### config.mk
export PLATFORM = sky130hd
export DESIGN_NAME = pzs_zone_ctrl
export DESIGN_NICKNAME = d
export VERILOG_FILES = /design/src/design/pzs_pkg.sv /design/src/design/pzs_zone_ctrl.sv
export SDC_FILE = /design/constraint.sdc
export NUM_CORES = 1
export LEC_CHECK = 0
export BUFFER_PORTS_ARGS = -buffer_cell sky130_fd_sc_hd__buf_4
export CAP_MARGIN = 20
export CORE_ASPECT_RATIO = 1.2
export CORE_UTILIZATION = 36
export DETAILED_ROUTE_END_ITERATION = 8
export SKIP_CTS_REPAIR_TIMING = 1
export SYNTH_ARGS = -nofsm -noshare
export SYNTH_HDL_FRONTEND = slang
export SYNTH_SLANG_ARGS = --single-unit
### constraint.sdc
create_clock -name CLOCK -period 5.7 [get_ports CLOCK]
set_clock_uncertainty 0.05 [all_clocks]
set_input_delay 1.14 -clock CLOCK [delete_from_list [all_inputs] [get_ports CLOCK]]
set_output_delay 1.14 -clock CLOCK [all_outputs]
set_load 0.005 [all_outputs]
### src/design/pzs_pkg.sv
// Purpose: Shared constants and types for the power-zone phase-shedding block.
// Assumes: 200 MHz core clock; 8-bit register port with one-cycle read data.
// Notes:   Register offsets are byte indexes on the plain register port.
package pzs_pkg;

  // Clock and timing.
  localparam int CLOCK_MHZ        = 200;
  localparam int SHED_TICK_US     = 10;
  localparam int SHED_DELAY_US    = 200;
  localparam int TICK_CYCLES      = SHED_TICK_US * CLOCK_MHZ;
  localparam int TIMER_W          = 20;
  localparam logic [7:0] SHED_DELAY_RESET = 8'(SHED_DELAY_US / SHED_TICK_US);

  // Register offsets.
  localparam logic [7:0] OFS_SHED_DELAY = 8'h00;
  localparam logic [7:0] OFS_HYST       = 8'h01;
  localparam logic [7:0] OFS_TH1        = 8'h02;
  localparam logic [7:0] OFS_TH2        = 8'h03;
  localparam logic [7:0] OFS_TH3        = 8'h04;
  localparam logic [7:0] OFS_TH4        = 8'h05;
  localparam logic [7:0] OFS_LOW_ZONE   = 8'h06;
  localparam logic [7:0] OFS_STATUS     = 8'h07;

  // Reset values and the threshold-disabled code.
  localparam logic [7:0] HYST_RESET     = 8'h10;
  localparam logic [7:0] TH1_RESET      = 8'h20;
  localparam logic [7:0] TH2_RESET      = 8'h40;
  localparam logic [7:0] TH3_RESET      = 8'h60;
  localparam logic [7:0] TH4_RESET      = 8'h80;
  localparam logic [7:0] TH_DISABLED    = 8'hFF;
  localparam logic [2:0] LOW_ZONE_RESET = 3'h0;

  // Status fields.
  localparam int ST_ZONE_LSB   = 0;
  localparam int ST_TARGET_LSB = 3;
  localparam int ST_DCM_BIT    = 6;
  localparam int ST_NOM_BIT    = 7;

  // Phase masks, phase 1 in bit 0.
  localparam logic [7:0] MASK_Z1_8PH = 8'h55;
  localparam logic [7:0] MASK_Z2_8PH = 8'h11;
  localparam logic [7:0] MASK_Z2_6PH = 8'h15;
  localparam logic [7:0] MASK_Z2_4PH = 8'h05;
  localparam logic [7:0] MASK_SINGLE = 8'h01;

  localparam logic [2:0] ZONE_DCM = 3'h4;

  typedef enum logic [1:0] {PS_LOW = 2'h0, PS_MID = 2'h1, PS_HIGH = 2'h2} pzs_ps_type;
  typedef enum logic [1:0] {ST_IDLE, ST_RISE, ST_SHED} pzs_state_type;

endpackage

### src/design/pzs_zone_ctrl.sv
// Purpose: Power-zone selection, zone stepping and phase gating of eight PWM outputs.
// Assumes: Inputs are synchronous to CLOCK; thresholds satisfy th4 > th3 > th2 > th1.
// Notes:   The current level is compared on every clock rather than at a slower sample rate.
// What this block does
// - Power-save low holds fixed zone from low-phase setting; unsupported zone becomes 0.
// - Power-save mid picks zone from current versus four thresholds; unsupported zones are skipped.
// - Zone 4 flags discontinuous mode on DCM_MODE; zones 0 to 3 continuous.
// - Eight phases: zone0 all, zone1 odd phases, zone2 phases 1 and 5, else phase 1.
// - Other counts: zone0 all, zone2 six/four-phase subsets, zones 3-4 phase 1.
// - Rising current toward lower zone starts moving at once without shed delay.
// - Falling current toward higher zone waits programmable shed delay, default 200 us.
// - Shed delay is programmed in steps of ten microseconds.
// - Zones change one enabled step at a time, delay inserted at every step.
// - Lower zone chosen as soon as current exceeds the relevant threshold.
// - Higher zone only when current falls below threshold minus hysteresis.
// - Hysteresis defaults to sixteen counts and is software writable.
// - Stepping skips zones whose threshold is disabled.
// - Fixed mode zone changes use the same stepping, delay and skipping.
// - Fixed mode target disabled for auto shedding is enabled temporarily.
// - Back in automatic mode such a zone counts as disabled again.
// - Power-save high keeps all configured phases in zone 0.
// - After enable, power-save changes and power-save mid shedding wait for nominal output; power-save low steps to its fixed zone without waiting.
// - A threshold of all ones disables the threshold and its zone.
//
// The address map and the strobed register port were left to the implementer.
`timescale 1ns/1ps
`default_nettype none
module pzs_zone_ctrl
#(
  parameter int PHASES = 8
)
(
  input  wire logic                 CLOCK,
  input  wire logic                 ARST_N,
  input  wire logic                 ENABLE,
  input  wire logic                 OUTPUT_NOMINAL,
  input  wire pzs_pkg::pzs_ps_type  POWER_SAVE_SELECT,
  input  wire logic [3:0]           PHASE_COUNT,
  input  wire logic [7:0]           TOTAL_CURRENT_LEVEL,
  input  wire logic [PHASES-1:0]    PWM_IN,
  input  wire logic [7:0]           REG_ADDR,
  input  wire logic [7:0]           REG_WDATA,
  input  wire logic                 REG_WR,
  input  wire logic                 REG_RD,
  output logic      [7:0]           REG_RDATA,
  output logic      [PHASES-1:0]    PHASE_PWM_OUT,
  output logic      [2:0]           CURRENT_ZONE,
  output logic                      DCM_MODE
);
  import pzs_pkg::*;

  typedef struct packed {
    logic [2:0]           zone;
    pzs_state_type        state;
    logic [TIMER_W-1:0]   timer;
    pzs_ps_type           mode_cap;
    logic                 nominal_seen;
    logic [7:0]           shed_delay;
    logic [7:0]           hyst;
    logic [3:0][7:0]      th;
    logic [2:0]           low_zone;
    logic [7:0]           rdata;
    logic [PHASES-1:0]    pwm;
  } pzs_regs_type;
  pzs_regs_type s_reg;
  pzs_regs_type s_next;
  function automatic logic zone_sup(input logic [2:0] z, input logic [3:0] n);
    case (z)
      3'h0, 3'h4: zone_sup = 1'b1;
      3'h3:       zone_sup = (n >= 4'h2);
      3'h2:       zone_sup = (n == 4'h8) || (n == 4'h6) || (n == 4'h4);
      3'h1:       zone_sup = (n == 4'h8);
      default:    zone_sup = 1'b0;
    endcase
  endfunction
  function automatic logic [7:0] zone_mask(input logic [2:0] z, input logic [3:0] n);
    case (z)
      3'h0:    zone_mask = 8'((9'h001 << n) - 9'h001);
      3'h1:    zone_mask = MASK_Z1_8PH;
      3'h2:    zone_mask = (n == 4'h8) ? MASK_Z2_8PH : (n == 4'h6) ? MASK_Z2_6PH : MASK_Z2_4PH;
      default: zone_mask = MASK_SINGLE;
    endcase
  endfunction
  // Threshold tied to zone z: zone 4 uses th1, zone 1 uses th4.
  function automatic logic [7:0] zone_th(input logic [3:0][7:0] th, input logic [2:0] z);
    zone_th = th[2'(3'h4 - z)];
  endfunction
  // Next enabled zone on the way to t; t itself always counts as reachable.
  function automatic logic [2:0] step_toward(input logic [2:0] c, input logic [2:0] t,
                                             input logic [4:0] en);
    step_toward = t;
    if (t < c)
    begin
      for (int z = 0; z < 5; z++)
        if (3'(z) < c && 3'(z) > t && en[z])
          step_toward = 3'(z);
    end
    else
    begin
      for (int z = 4; z >= 0; z--)
        if (3'(z) > c && 3'(z) < t && en[z])
          step_toward = 3'(z);
    end
  endfunction

  function automatic logic [2:0] auto_target(input logic [2:0] c, input logic [7:0] i,
                                             input logic [3:0][7:0] th, input logic [7:0] hy,
                                             input logic [4:0] en);
    logic ok;
    ok = 1'b1;
    auto_target = c;
    if (c != 3'h0 && en[c] && i > zone_th(th, c))
    begin
      auto_target = 3'h0;
      for (int z = 1; z < 4; z++)
        if (3'(z) < c && en[z] && i <= zone_th(th, 3'(z)))
          auto_target = 3'(z);
    end
    else
    begin
      for (int z = 1; z < 5; z++)
        if (3'(z) > c && en[z])
        begin
          if (ok && ({1'b0, i} + {1'b0, hy}) < {1'b0, zone_th(th, 3'(z))})
            auto_target = 3'(z);
          else
            ok = 1'b0;
        end
    end
  endfunction

  pzs_ps_type         eff_mode;
  logic               auto_on;
  logic [4:0]         en_auto;
  logic [4:0]         en_step;
  logic [2:0]         target;
  logic [TIMER_W-1:0] delay_cycles;
  logic [2:0]         step;

  always_comb
  begin
    delay_cycles = TIMER_W'(s_reg.shed_delay) * TIMER_W'(TICK_CYCLES);
    eff_mode = s_reg.nominal_seen ? POWER_SAVE_SELECT : s_reg.mode_cap;
    auto_on  = (eff_mode == PS_MID) && s_reg.nominal_seen;
    for (int z = 0; z < 5; z++)
      en_auto[z] = zone_sup(3'(z), PHASE_COUNT) &&
                   (z == 0 || zone_th(s_reg.th, 3'(z)) != TH_DISABLED);
    case (eff_mode)
      PS_LOW:  target = zone_sup(s_reg.low_zone, PHASE_COUNT) ? s_reg.low_zone : 3'h0;
      PS_MID:  target = auto_on ? auto_target(s_reg.zone, TOTAL_CURRENT_LEVEL, s_reg.th,
                                              s_reg.hyst, en_auto) : 3'h0;
      default: target = 3'h0;
    endcase
    en_step = en_auto;
    if (eff_mode == PS_LOW)
      en_step[target] = 1'b1;
    step = step_toward(s_reg.zone, target, en_step);
  end

  always_comb
  begin
    s_next = s_reg;
    if (!ENABLE)
    begin
      s_next.zone         = 3'h0;
      s_next.state        = ST_IDLE;
      s_next.timer        = '0;
      s_next.nominal_seen = 1'b0;
      s_next.mode_cap     = POWER_SAVE_SELECT;
    end
    else
    begin
      if (OUTPUT_NOMINAL)
        s_next.nominal_seen = 1'b1;
      case (s_reg.state)
        ST_IDLE:
        begin
          if (target < s_reg.zone)
          begin
            s_next.zone  = step;
            s_next.state = ST_RISE;
            s_next.timer = delay_cycles;
          end
          else if (target > s_reg.zone)
          begin
            s_next.state = ST_SHED;
            s_next.timer = delay_cycles;
          end
        end
        ST_RISE:
        begin
          if (s_reg.timer != '0)
            s_next.timer = s_reg.timer - 1'b1;
          else if (target < s_reg.zone)
          begin
            s_next.zone  = step;
            s_next.timer = delay_cycles;
          end
          else if (target > s_reg.zone)
          begin
            s_next.state = ST_SHED;
            s_next.timer = delay_cycles;
          end
          else
            s_next.state = ST_IDLE;
        end
        ST_SHED:
        begin
          if (target < s_reg.zone)
          begin
            s_next.zone  = step;
            s_next.state = ST_RISE;
            s_next.timer = delay_cycles;
          end
          else if (target == s_reg.zone)
            s_next.state = ST_IDLE;
          else if (s_reg.timer != '0)
            s_next.timer = s_reg.timer - 1'b1;
          else
          begin
            s_next.zone  = step;
            s_next.timer = delay_cycles;
          end
        end
        default:
          s_next.state = ST_IDLE;
      endcase
    end
    if (REG_WR)
    begin
      case (REG_ADDR)
        OFS_SHED_DELAY: s_next.shed_delay = REG_WDATA;
        OFS_HYST:       s_next.hyst       = REG_WDATA;
        OFS_TH1:        s_next.th[0]      = REG_WDATA;
        OFS_TH2:        s_next.th[1]      = REG_WDATA;
        OFS_TH3:        s_next.th[2]      = REG_WDATA;
        OFS_TH4:        s_next.th[3]      = REG_WDATA;
        OFS_LOW_ZONE:   s_next.low_zone   = REG_WDATA[2:0];
        default:        s_next.low_zone   = s_reg.low_zone;
      endcase
    end
    s_next.rdata = 8'h00;
    if (REG_RD)
    begin
      case (REG_ADDR)
        OFS_SHED_DELAY: s_next.rdata = s_reg.shed_delay;
        OFS_HYST:       s_next.rdata = s_reg.hyst;
        OFS_TH1:        s_next.rdata = s_reg.th[0];
        OFS_TH2:        s_next.rdata = s_reg.th[1];
        OFS_TH3:        s_next.rdata = s_reg.th[2];
        OFS_TH4:        s_next.rdata = s_reg.th[3];
        OFS_LOW_ZONE:   s_next.rdata = {5'h00, s_reg.low_zone};
        OFS_STATUS:
        begin
          s_next.rdata[ST_ZONE_LSB +: 3]   = s_reg.zone;
          s_next.rdata[ST_TARGET_LSB +: 3] = target;
          s_next.rdata[ST_DCM_BIT]         = (s_reg.zone == ZONE_DCM);
          s_next.rdata[ST_NOM_BIT]         = s_reg.nominal_seen;
        end
        default:        s_next.rdata = 8'h00;
      endcase
    end
    s_next.pwm = PWM_IN & PHASES'(zone_mask(s_reg.zone, PHASE_COUNT));
  end

  // Gating is registered so a phase never glitches on a zone change mid-cycle.
  always_ff @(posedge CLOCK or negedge ARST_N)
  begin
    if (!ARST_N)
    begin
      s_reg            <= '0;
      s_reg.state      <= ST_IDLE;
      s_reg.mode_cap   <= PS_HIGH;
      s_reg.shed_delay <= SHED_DELAY_RESET;
      s_reg.hyst       <= HYST_RESET;
      s_reg.th         <= {TH4_RESET, TH3_RESET, TH2_RESET, TH1_RESET};
      s_reg.low_zone   <= LOW_ZONE_RESET;
    end
    else
      s_reg <= s_next;
  end

  assign REG_RDATA     = s_reg.rdata;
  assign PHASE_PWM_OUT = s_reg.pwm;
  assign CURRENT_ZONE  = s_reg.zone;
  assign DCM_MODE      = (s_reg.zone == ZONE_DCM);
endmodule
`default_nettype wire

# After elaboration in Yosys (flattened, before gate mapping)
# Cells that the tools add are included.
# op_classes
add_sub_neg	4
n_mul	1
div	0
magnitude_cmp	35
eq_ne	34
shift	1
mux	74
bitwise	2
reduce_logical	60
# ops
cell	count
20-bit two-way mux	5
3-bit two-way mux	27
8-bit case mux with 8 select lines	1
20-bit case mux with 3 select lines	1
25-bit two-way mux	2
22-bit two-way mux	2
1-bit logical AND	40
9-bit by 8-bit less-than comparator with 1-bit output	4
8-bit by 3-bit equality test with 1-bit output, second input constant	4
8-bit inequality test, second input constant	4
8-bit <= comparator	3
8-bit case mux with 3 select lines	1
5-bit two-way mux	4
20-bit nonzero test	1
20-bit by 1-bit subtractor with 20-bit output, second input constant	1
1-bit two-way mux	18
8-bit binary-select mux with 2-bit select	1
8-bit by 2-bit equality test with 1-bit output, second input constant	2
8-bit two-way mux	2
4-bit inequality test, second input constant	4
8-bit by 7-bit multiplier with 15-bit output, second input constant	1
2-bit AND reduction	7
1-bit by 3-bit > comparator with 1-bit output, first input constant	4
2-bit by 3-bit > comparator with 1-bit output, first input constant	4
other kinds (44)	68
# word_totals
reg_bits	95
latch_bits	0
ramBits	0
mem_bits_ro	0
in_bits	44
out_inout_bits	20
wordCells	225
memories	0

# Longest topological paths before layout
# depth
depth_word	44
ltp_mapped	29
depth_no_buf	28

# Worst setup path after synthesis
# OpenSTA, ideal clock, no wires.
# synth_path
path_kind	input -> register
startpoint	input port TOTAL_CURRENT_LEVEL[1]
endpoint	register s_reg[84] (netlist bit)
setup_ps	66
arrival_ps	6145
required_ps	5584
slack_ps	-561
stages	28
n_path_buf	2
path_cell_list	ha_1 > a21o_1 > a21oi_1 > o21bai_1 > a21oi_1 > o21bai_1 > a21oi_1 > xnor2_1 > ha_1 > or3_1 > a221oi_1 > o21ai_1 > a311oi_1 > o211a_1 > nor2_1 > a21o_1 > ha_1 > nor2b_1 > o21ai_0 > nor2b_1 > clkbuf_1 > nor3b_1 > o21ai_0 > o31ai_4 > or2_1 > buf_2 > a21oi_1 > a22o_1
# synth_between
elab_chain_len	27
elab_cells_between_ends	55
classes_between	add/sub: 1; order compare: 10; eq/ne: 4; mux: 32; reduce/logical: 8
# synth_rtl
element	line_no	rtl
start: declaration	pzs_zone_ctrl.sv:39	input wire logic [7:0] TOTAL_CURRENT_LEVEL,
8-bit by 8-bit adder with 9-bit output	pzs_zone_ctrl.sv:124	if (ok && ({1'b0, i} + {1'b0, hy}) < {1'b0, zone_th(th, 3'(z))})
9-bit by 8-bit less-than comparator with 1-bit output	pzs_zone_ctrl.sv:124	
1-bit two-way mux	pzs_zone_ctrl.sv:124	
1-bit two-way mux	pzs_zone_ctrl.sv:122	if (3'(z) > c && en[z])
1-bit two-way mux	pzs_zone_ctrl.sv:112	if (c != 3'h0 && en[c] && i > zone_th(th, c))
1-bit two-way mux	pzs_zone_ctrl.sv:148	case (eff_mode)
1-bit logical AND	pzs_zone_ctrl.sv:124	
1-bit two-way mux	pzs_zone_ctrl.sv:124	
[... 11 more ...]	--	
3-bit two-way mux (*)	pzs_zone_ctrl.sv:112	
3-bit two-way mux (*)	pzs_zone_ctrl.sv:150	PS_MID: target = auto_on ? auto_target(s_reg.zone, TOTAL_CURRENT_LEVEL, s_reg.th,
3-bit case mux with 2 select lines (*)	pzs_zone_ctrl.sv:148	
3-bit less-than comparator	pzs_zone_ctrl.sv:178, pzs_zone_ctrl.sv:194, pzs_zone_ctrl.sv:209	
20-bit two-way mux	pzs_zone_ctrl.sv:194	else if (target < s_reg.zone)
20-bit two-way mux	pzs_zone_ctrl.sv:192	if (s_reg.timer != '0)
20-bit case mux with 3 select lines	pzs_zone_ctrl.sv:175	case (s_reg.state)
25-bit two-way mux	pzs_zone_ctrl.sv:163	if (!ENABLE)
end signal: assignment	pzs_zone_ctrl.sv:280	s_reg <= s_next;
end: declaration	pzs_zone_ctrl.sv:65	pzs_regs_type s_reg;
# Every way passes the cells marked *; elsewhere a longest branch is shown, timed or not. The select of a mux whose other input is x is not followed.
# A chain may end at the register's enable or synchronous reset.

# Worst setup path in the final report
# layout_path
startpoint	input port TOTAL_CURRENT_LEVEL[1]
endpoint	register s_reg[87] (netlist bit)
# The elaborated chain is that of the path after synthesis.

==> results.yml <==
layout:
  synthToLayoutAreaGrowth_pct: 21.3
  fin_nets: 1233
  drive_gt1_share_pct: 30.1
  layout_commonest_cell: "buf_4"
  final_cells: 1375
  largest_reg_flops: 76
  mostFrequentLayoutCells: "buf_4, ha_1, dfrtp_1"
  fill_cells: 2372
  diodes: 0
  design_area_um2: 10800
logic_synthesis:
  ys_seq_area_share_pct: 26.7
  syn_area_per_cell_um2: 9.40
  synth_edf_count: 0
  synth_nets: 1135
  synth_seq_cells: 95
  synthDistinctLibCells: 87
  synth_area_um2: 8950
  yosysWarnings: 0
  synthArstFlopShare_pct: 100
  synth_flop_cell: "dfrtp_1"
  synth_cells: 952
worst_setup_path:
  cp_max_fo: 5
  cp_common_cell: "a21oi_2"
  path_class: "input pin to register"
  path_buf_inv: 2
  cp.depth: 27
  slowest_delay_ns: 0.48
  reg2reg_depth: 26
  reg2reg_slack_ns: 0.34
  crit_slowest_cell: "or4_4"
  worstSetupEndpointType: "register"
  cp-start-kind: "input pin"
  worstPathArrival_ns: 5.93
  crit_family: "compound AO/OA/AOI/OAI gates"
  worst_ep_required_time_ns: 5.93
global_routing:
  top_usage_layer: "met2"
  track_usage_pct: 20.8
  first_global_vias: 7632
  grtUsageMet2_pct: 35.9
  overflow: 0
  grt_antenna_before_repair: 0
  globalRouteMet3Util_pct: 2.43
  gr-usage-met1_pct: 26.2
  grt_pass1_wl_mm: 41.2
  grt_max_degree: 65
routing:
  drt-total-wl_mm: 26.7
  drt-initial-drc-count: 471
  drc_errors: 0
  ant_nets: 0
  wl_per_cell_um: 19.4
  viasPerCell: 5.61
  firstDrtPassIters: 6
  vias: 7719
sta:
  fin_ws_ns: -0.00141
  hold_viol: 0
  relSlewSlack_pct: 32.9
  worst_slew_pin_slew_ns: 1.00
  slew_violations: 0
  rsz0062_at_grt: "true"
  fin_crit_sh_pct: 100
  finalSetupViolCount: 1
  fmax_mhz: 175
  finalCriticalPeriod_ns: 5.70
floorplan:
  ioPinCount: 64
  design.core.area_um2: 24200
  die_area_um2: 25500
  start_util_pct: 37.0
  dieWidth_um: 146
  die_h_um: 175
  core.rowCount: 62
placed_design:
  placed_cell_area_um2: 10100
  place_inst: 1346
  routabilityCongestion: 0.933
  io_buffers: 63
  pre_cts_ws_ns: -0.509
  dp_hpwl_mm: 20.6
clocking:
  cts_tree: "built"
  htreeDepth: 3
  path_clk_slew_ns: 0.08
  root_buffer: "clkbuf_16"
  worstSkewPairLatency_ns: 0.35
  cts_buffers: 9
  clock-sinks: 95
  cts_buffer_depth: 2
worst_hold_path:
  hp-class: "register to register"
  holdPathStages: 1
pwr:
  p_per_area_nw_per_um2: 362
  leakagePower_nw: 4.90
  pwr-share-comb_pct: 59.5
  p_int_mw: 2.19
  pwr-share-clk_pct: 18.3
  power.share.sequential_pct: 22.1
  p_sw_share_pct: 44.2
  p_total_mw: 3.93
  peakVddDrop_mv: 0.229
  power.switching_mw: 1.74
outcome:
  outcome: "finished, violations left"
  failed_checks: "setup timing"
flow_run:
  drv_cap: 0
==> routing by layer <==
layer | routed length (um) | vias to the layer above
met5 | 0 | -
met4 | 1040 | 0
met3 | 992 | 54
met2 | 13300 | 195
met1 | 11300 | 3797
li1 | - | 3673
==> cells in the mapped netlist, types with 4 or more instances <==
| master | n | area share (%) |
|---|---|---|
| a22o_1 | 12 | 1.2 |
| mux4_2 | 8 | 2.0 |
| xor2_1 | 8 | 0.78 |
| clkbuf_1 | 13 | 0.55 |
| a21o_1 | 6 | 0.50 |
| nor3_1 | 23 | 1.3 |
| dfrtp_1 | 86 | 24 |
| nor2b_1 | 11 | 0.77 |
| nor4_1 | 7 | 0.49 |
| and2_1 | 4 | 0.28 |
| and3_1 | 9 | 0.63 |
| o211ai_1 | 7 | 0.59 |
| mux2_2 | 55 | 6.9 |
| a21oi_1 | 59 | 3.3 |
| o22ai_1 | 5 | 0.35 |
| or3_1 | 4 | 0.28 |
| o21ai_1 | 6 | 0.34 |
| nand3_1 | 6 | 0.34 |
| a22oi_1 | 18 | 1.5 |
| buf_2 | 5 | 0.28 |
| inv_1 | 82 | 3.4 |
| buf_4 | 19 | 1.6 |
| a221oi_1 | 6 | 0.59 |
| a31oi_1 | 10 | 0.70 |
| or4_1 | 7 | 0.59 |
| nand4_1 | 16 | 1.1 |
| dfstp_2 | 9 | 2.6 |
| ha_1 | 116 | 16 |
| fa_1 | 23 | 5.1 |
| nand2b_1 | 9 | 0.63 |
| nand2_1 | 69 | 2.9 |
| nor2_1 | 61 | 2.6 |
| a211oi_1 | 6 | 0.50 |
| xnor2_1 | 19 | 1.9 |
| o21ai_0 | 63 | 3.5 |
| nor3b_1 | 4 | 0.34 |
==> final timing paths <==
kind,from,endpoint
max reg2reg,s_reg[52],s_reg[87]
min reg2reg,s_reg[73],s_reg[73]
min in group asynchronous,ARST_N,s_reg[48]
max,TOTAL_CURRENT_LEVEL[1],s_reg[87]
max in group asynchronous,ARST_N,s_reg[69]
min,s_reg[73],s_reg[73]
==> logic make-up after synthesis <==
logic type	synth area share [%]
simple gates	14.8
xor+xnor	2.64
mux	9.27
buf+inv	6.19
fa+ha+maj	21.4
compound gates	19.0
flops	26.7
==> worst reg2reg max path, stage by stage, from the launching register on <==
cell      delay (ns)
dfrtp_1         0.48
ha_4            0.27
a21o_1          0.18
a21oi_2         0.18
o21bai_1        0.10
a21oi_2         0.16
o21bai_1        0.10
a21oi_2         0.19
xnor2_2         0.12
ha_2            0.20
or4_4           0.48
a21oi_2         0.14
o211ai_1        0.11
a22oi_2         0.31
o211a_1         0.29
nor3_2          0.07
a211oi_4        0.26
ha_2            0.25
nor2b_4         0.04
o21ai_2         0.15
nor2b_4         0.19
nor3b_2         0.06
o21ai_2         0.24
o31ai_4         0.15
buf_6           0.16
a211o_1         0.26
o21ai_1         0.12
==> per-stage QoR <==
step	TNS, ns	utilization (%)	hold WS (ns)
2_1_floorplan	-0.391	-	0.398
3_3_place_gp	-7.76	41.5	0.429
3_5_place_dp	-9.94	41.5	0.430
4_1_cts	-1.34	43.0	0.447
5_1_grt	-3.36	44.8	0.472
6_report	-0.00141	44.8	0.444
==> cell type report <==
class                           instances  area [um2]  area share (%)
Inverter                               83         312            2.87
Timing Repair Buffer                  125         976            9.00
Tap cell                              320         400            3.69
Clock buffer                           10         239            2.20
Sequential cell                        95        2390            22.0
Clock inverter                          6         115            1.06
Multi-Input combinational cell        736        6420            59.2
==> power groups by stage <==
stage	Clock (mW)	Combinational, mW	Sequential (mW)
CTS	0.733	1.98	0.865
detailed placement	0	1.97	0.877
finish	0.720	2.34	0.869
floorplan	0	1.40	0.845
global placement	0	1.94	0.875
global route	0.754	2.56	0.882
Power figures use the tool's default switching activity.
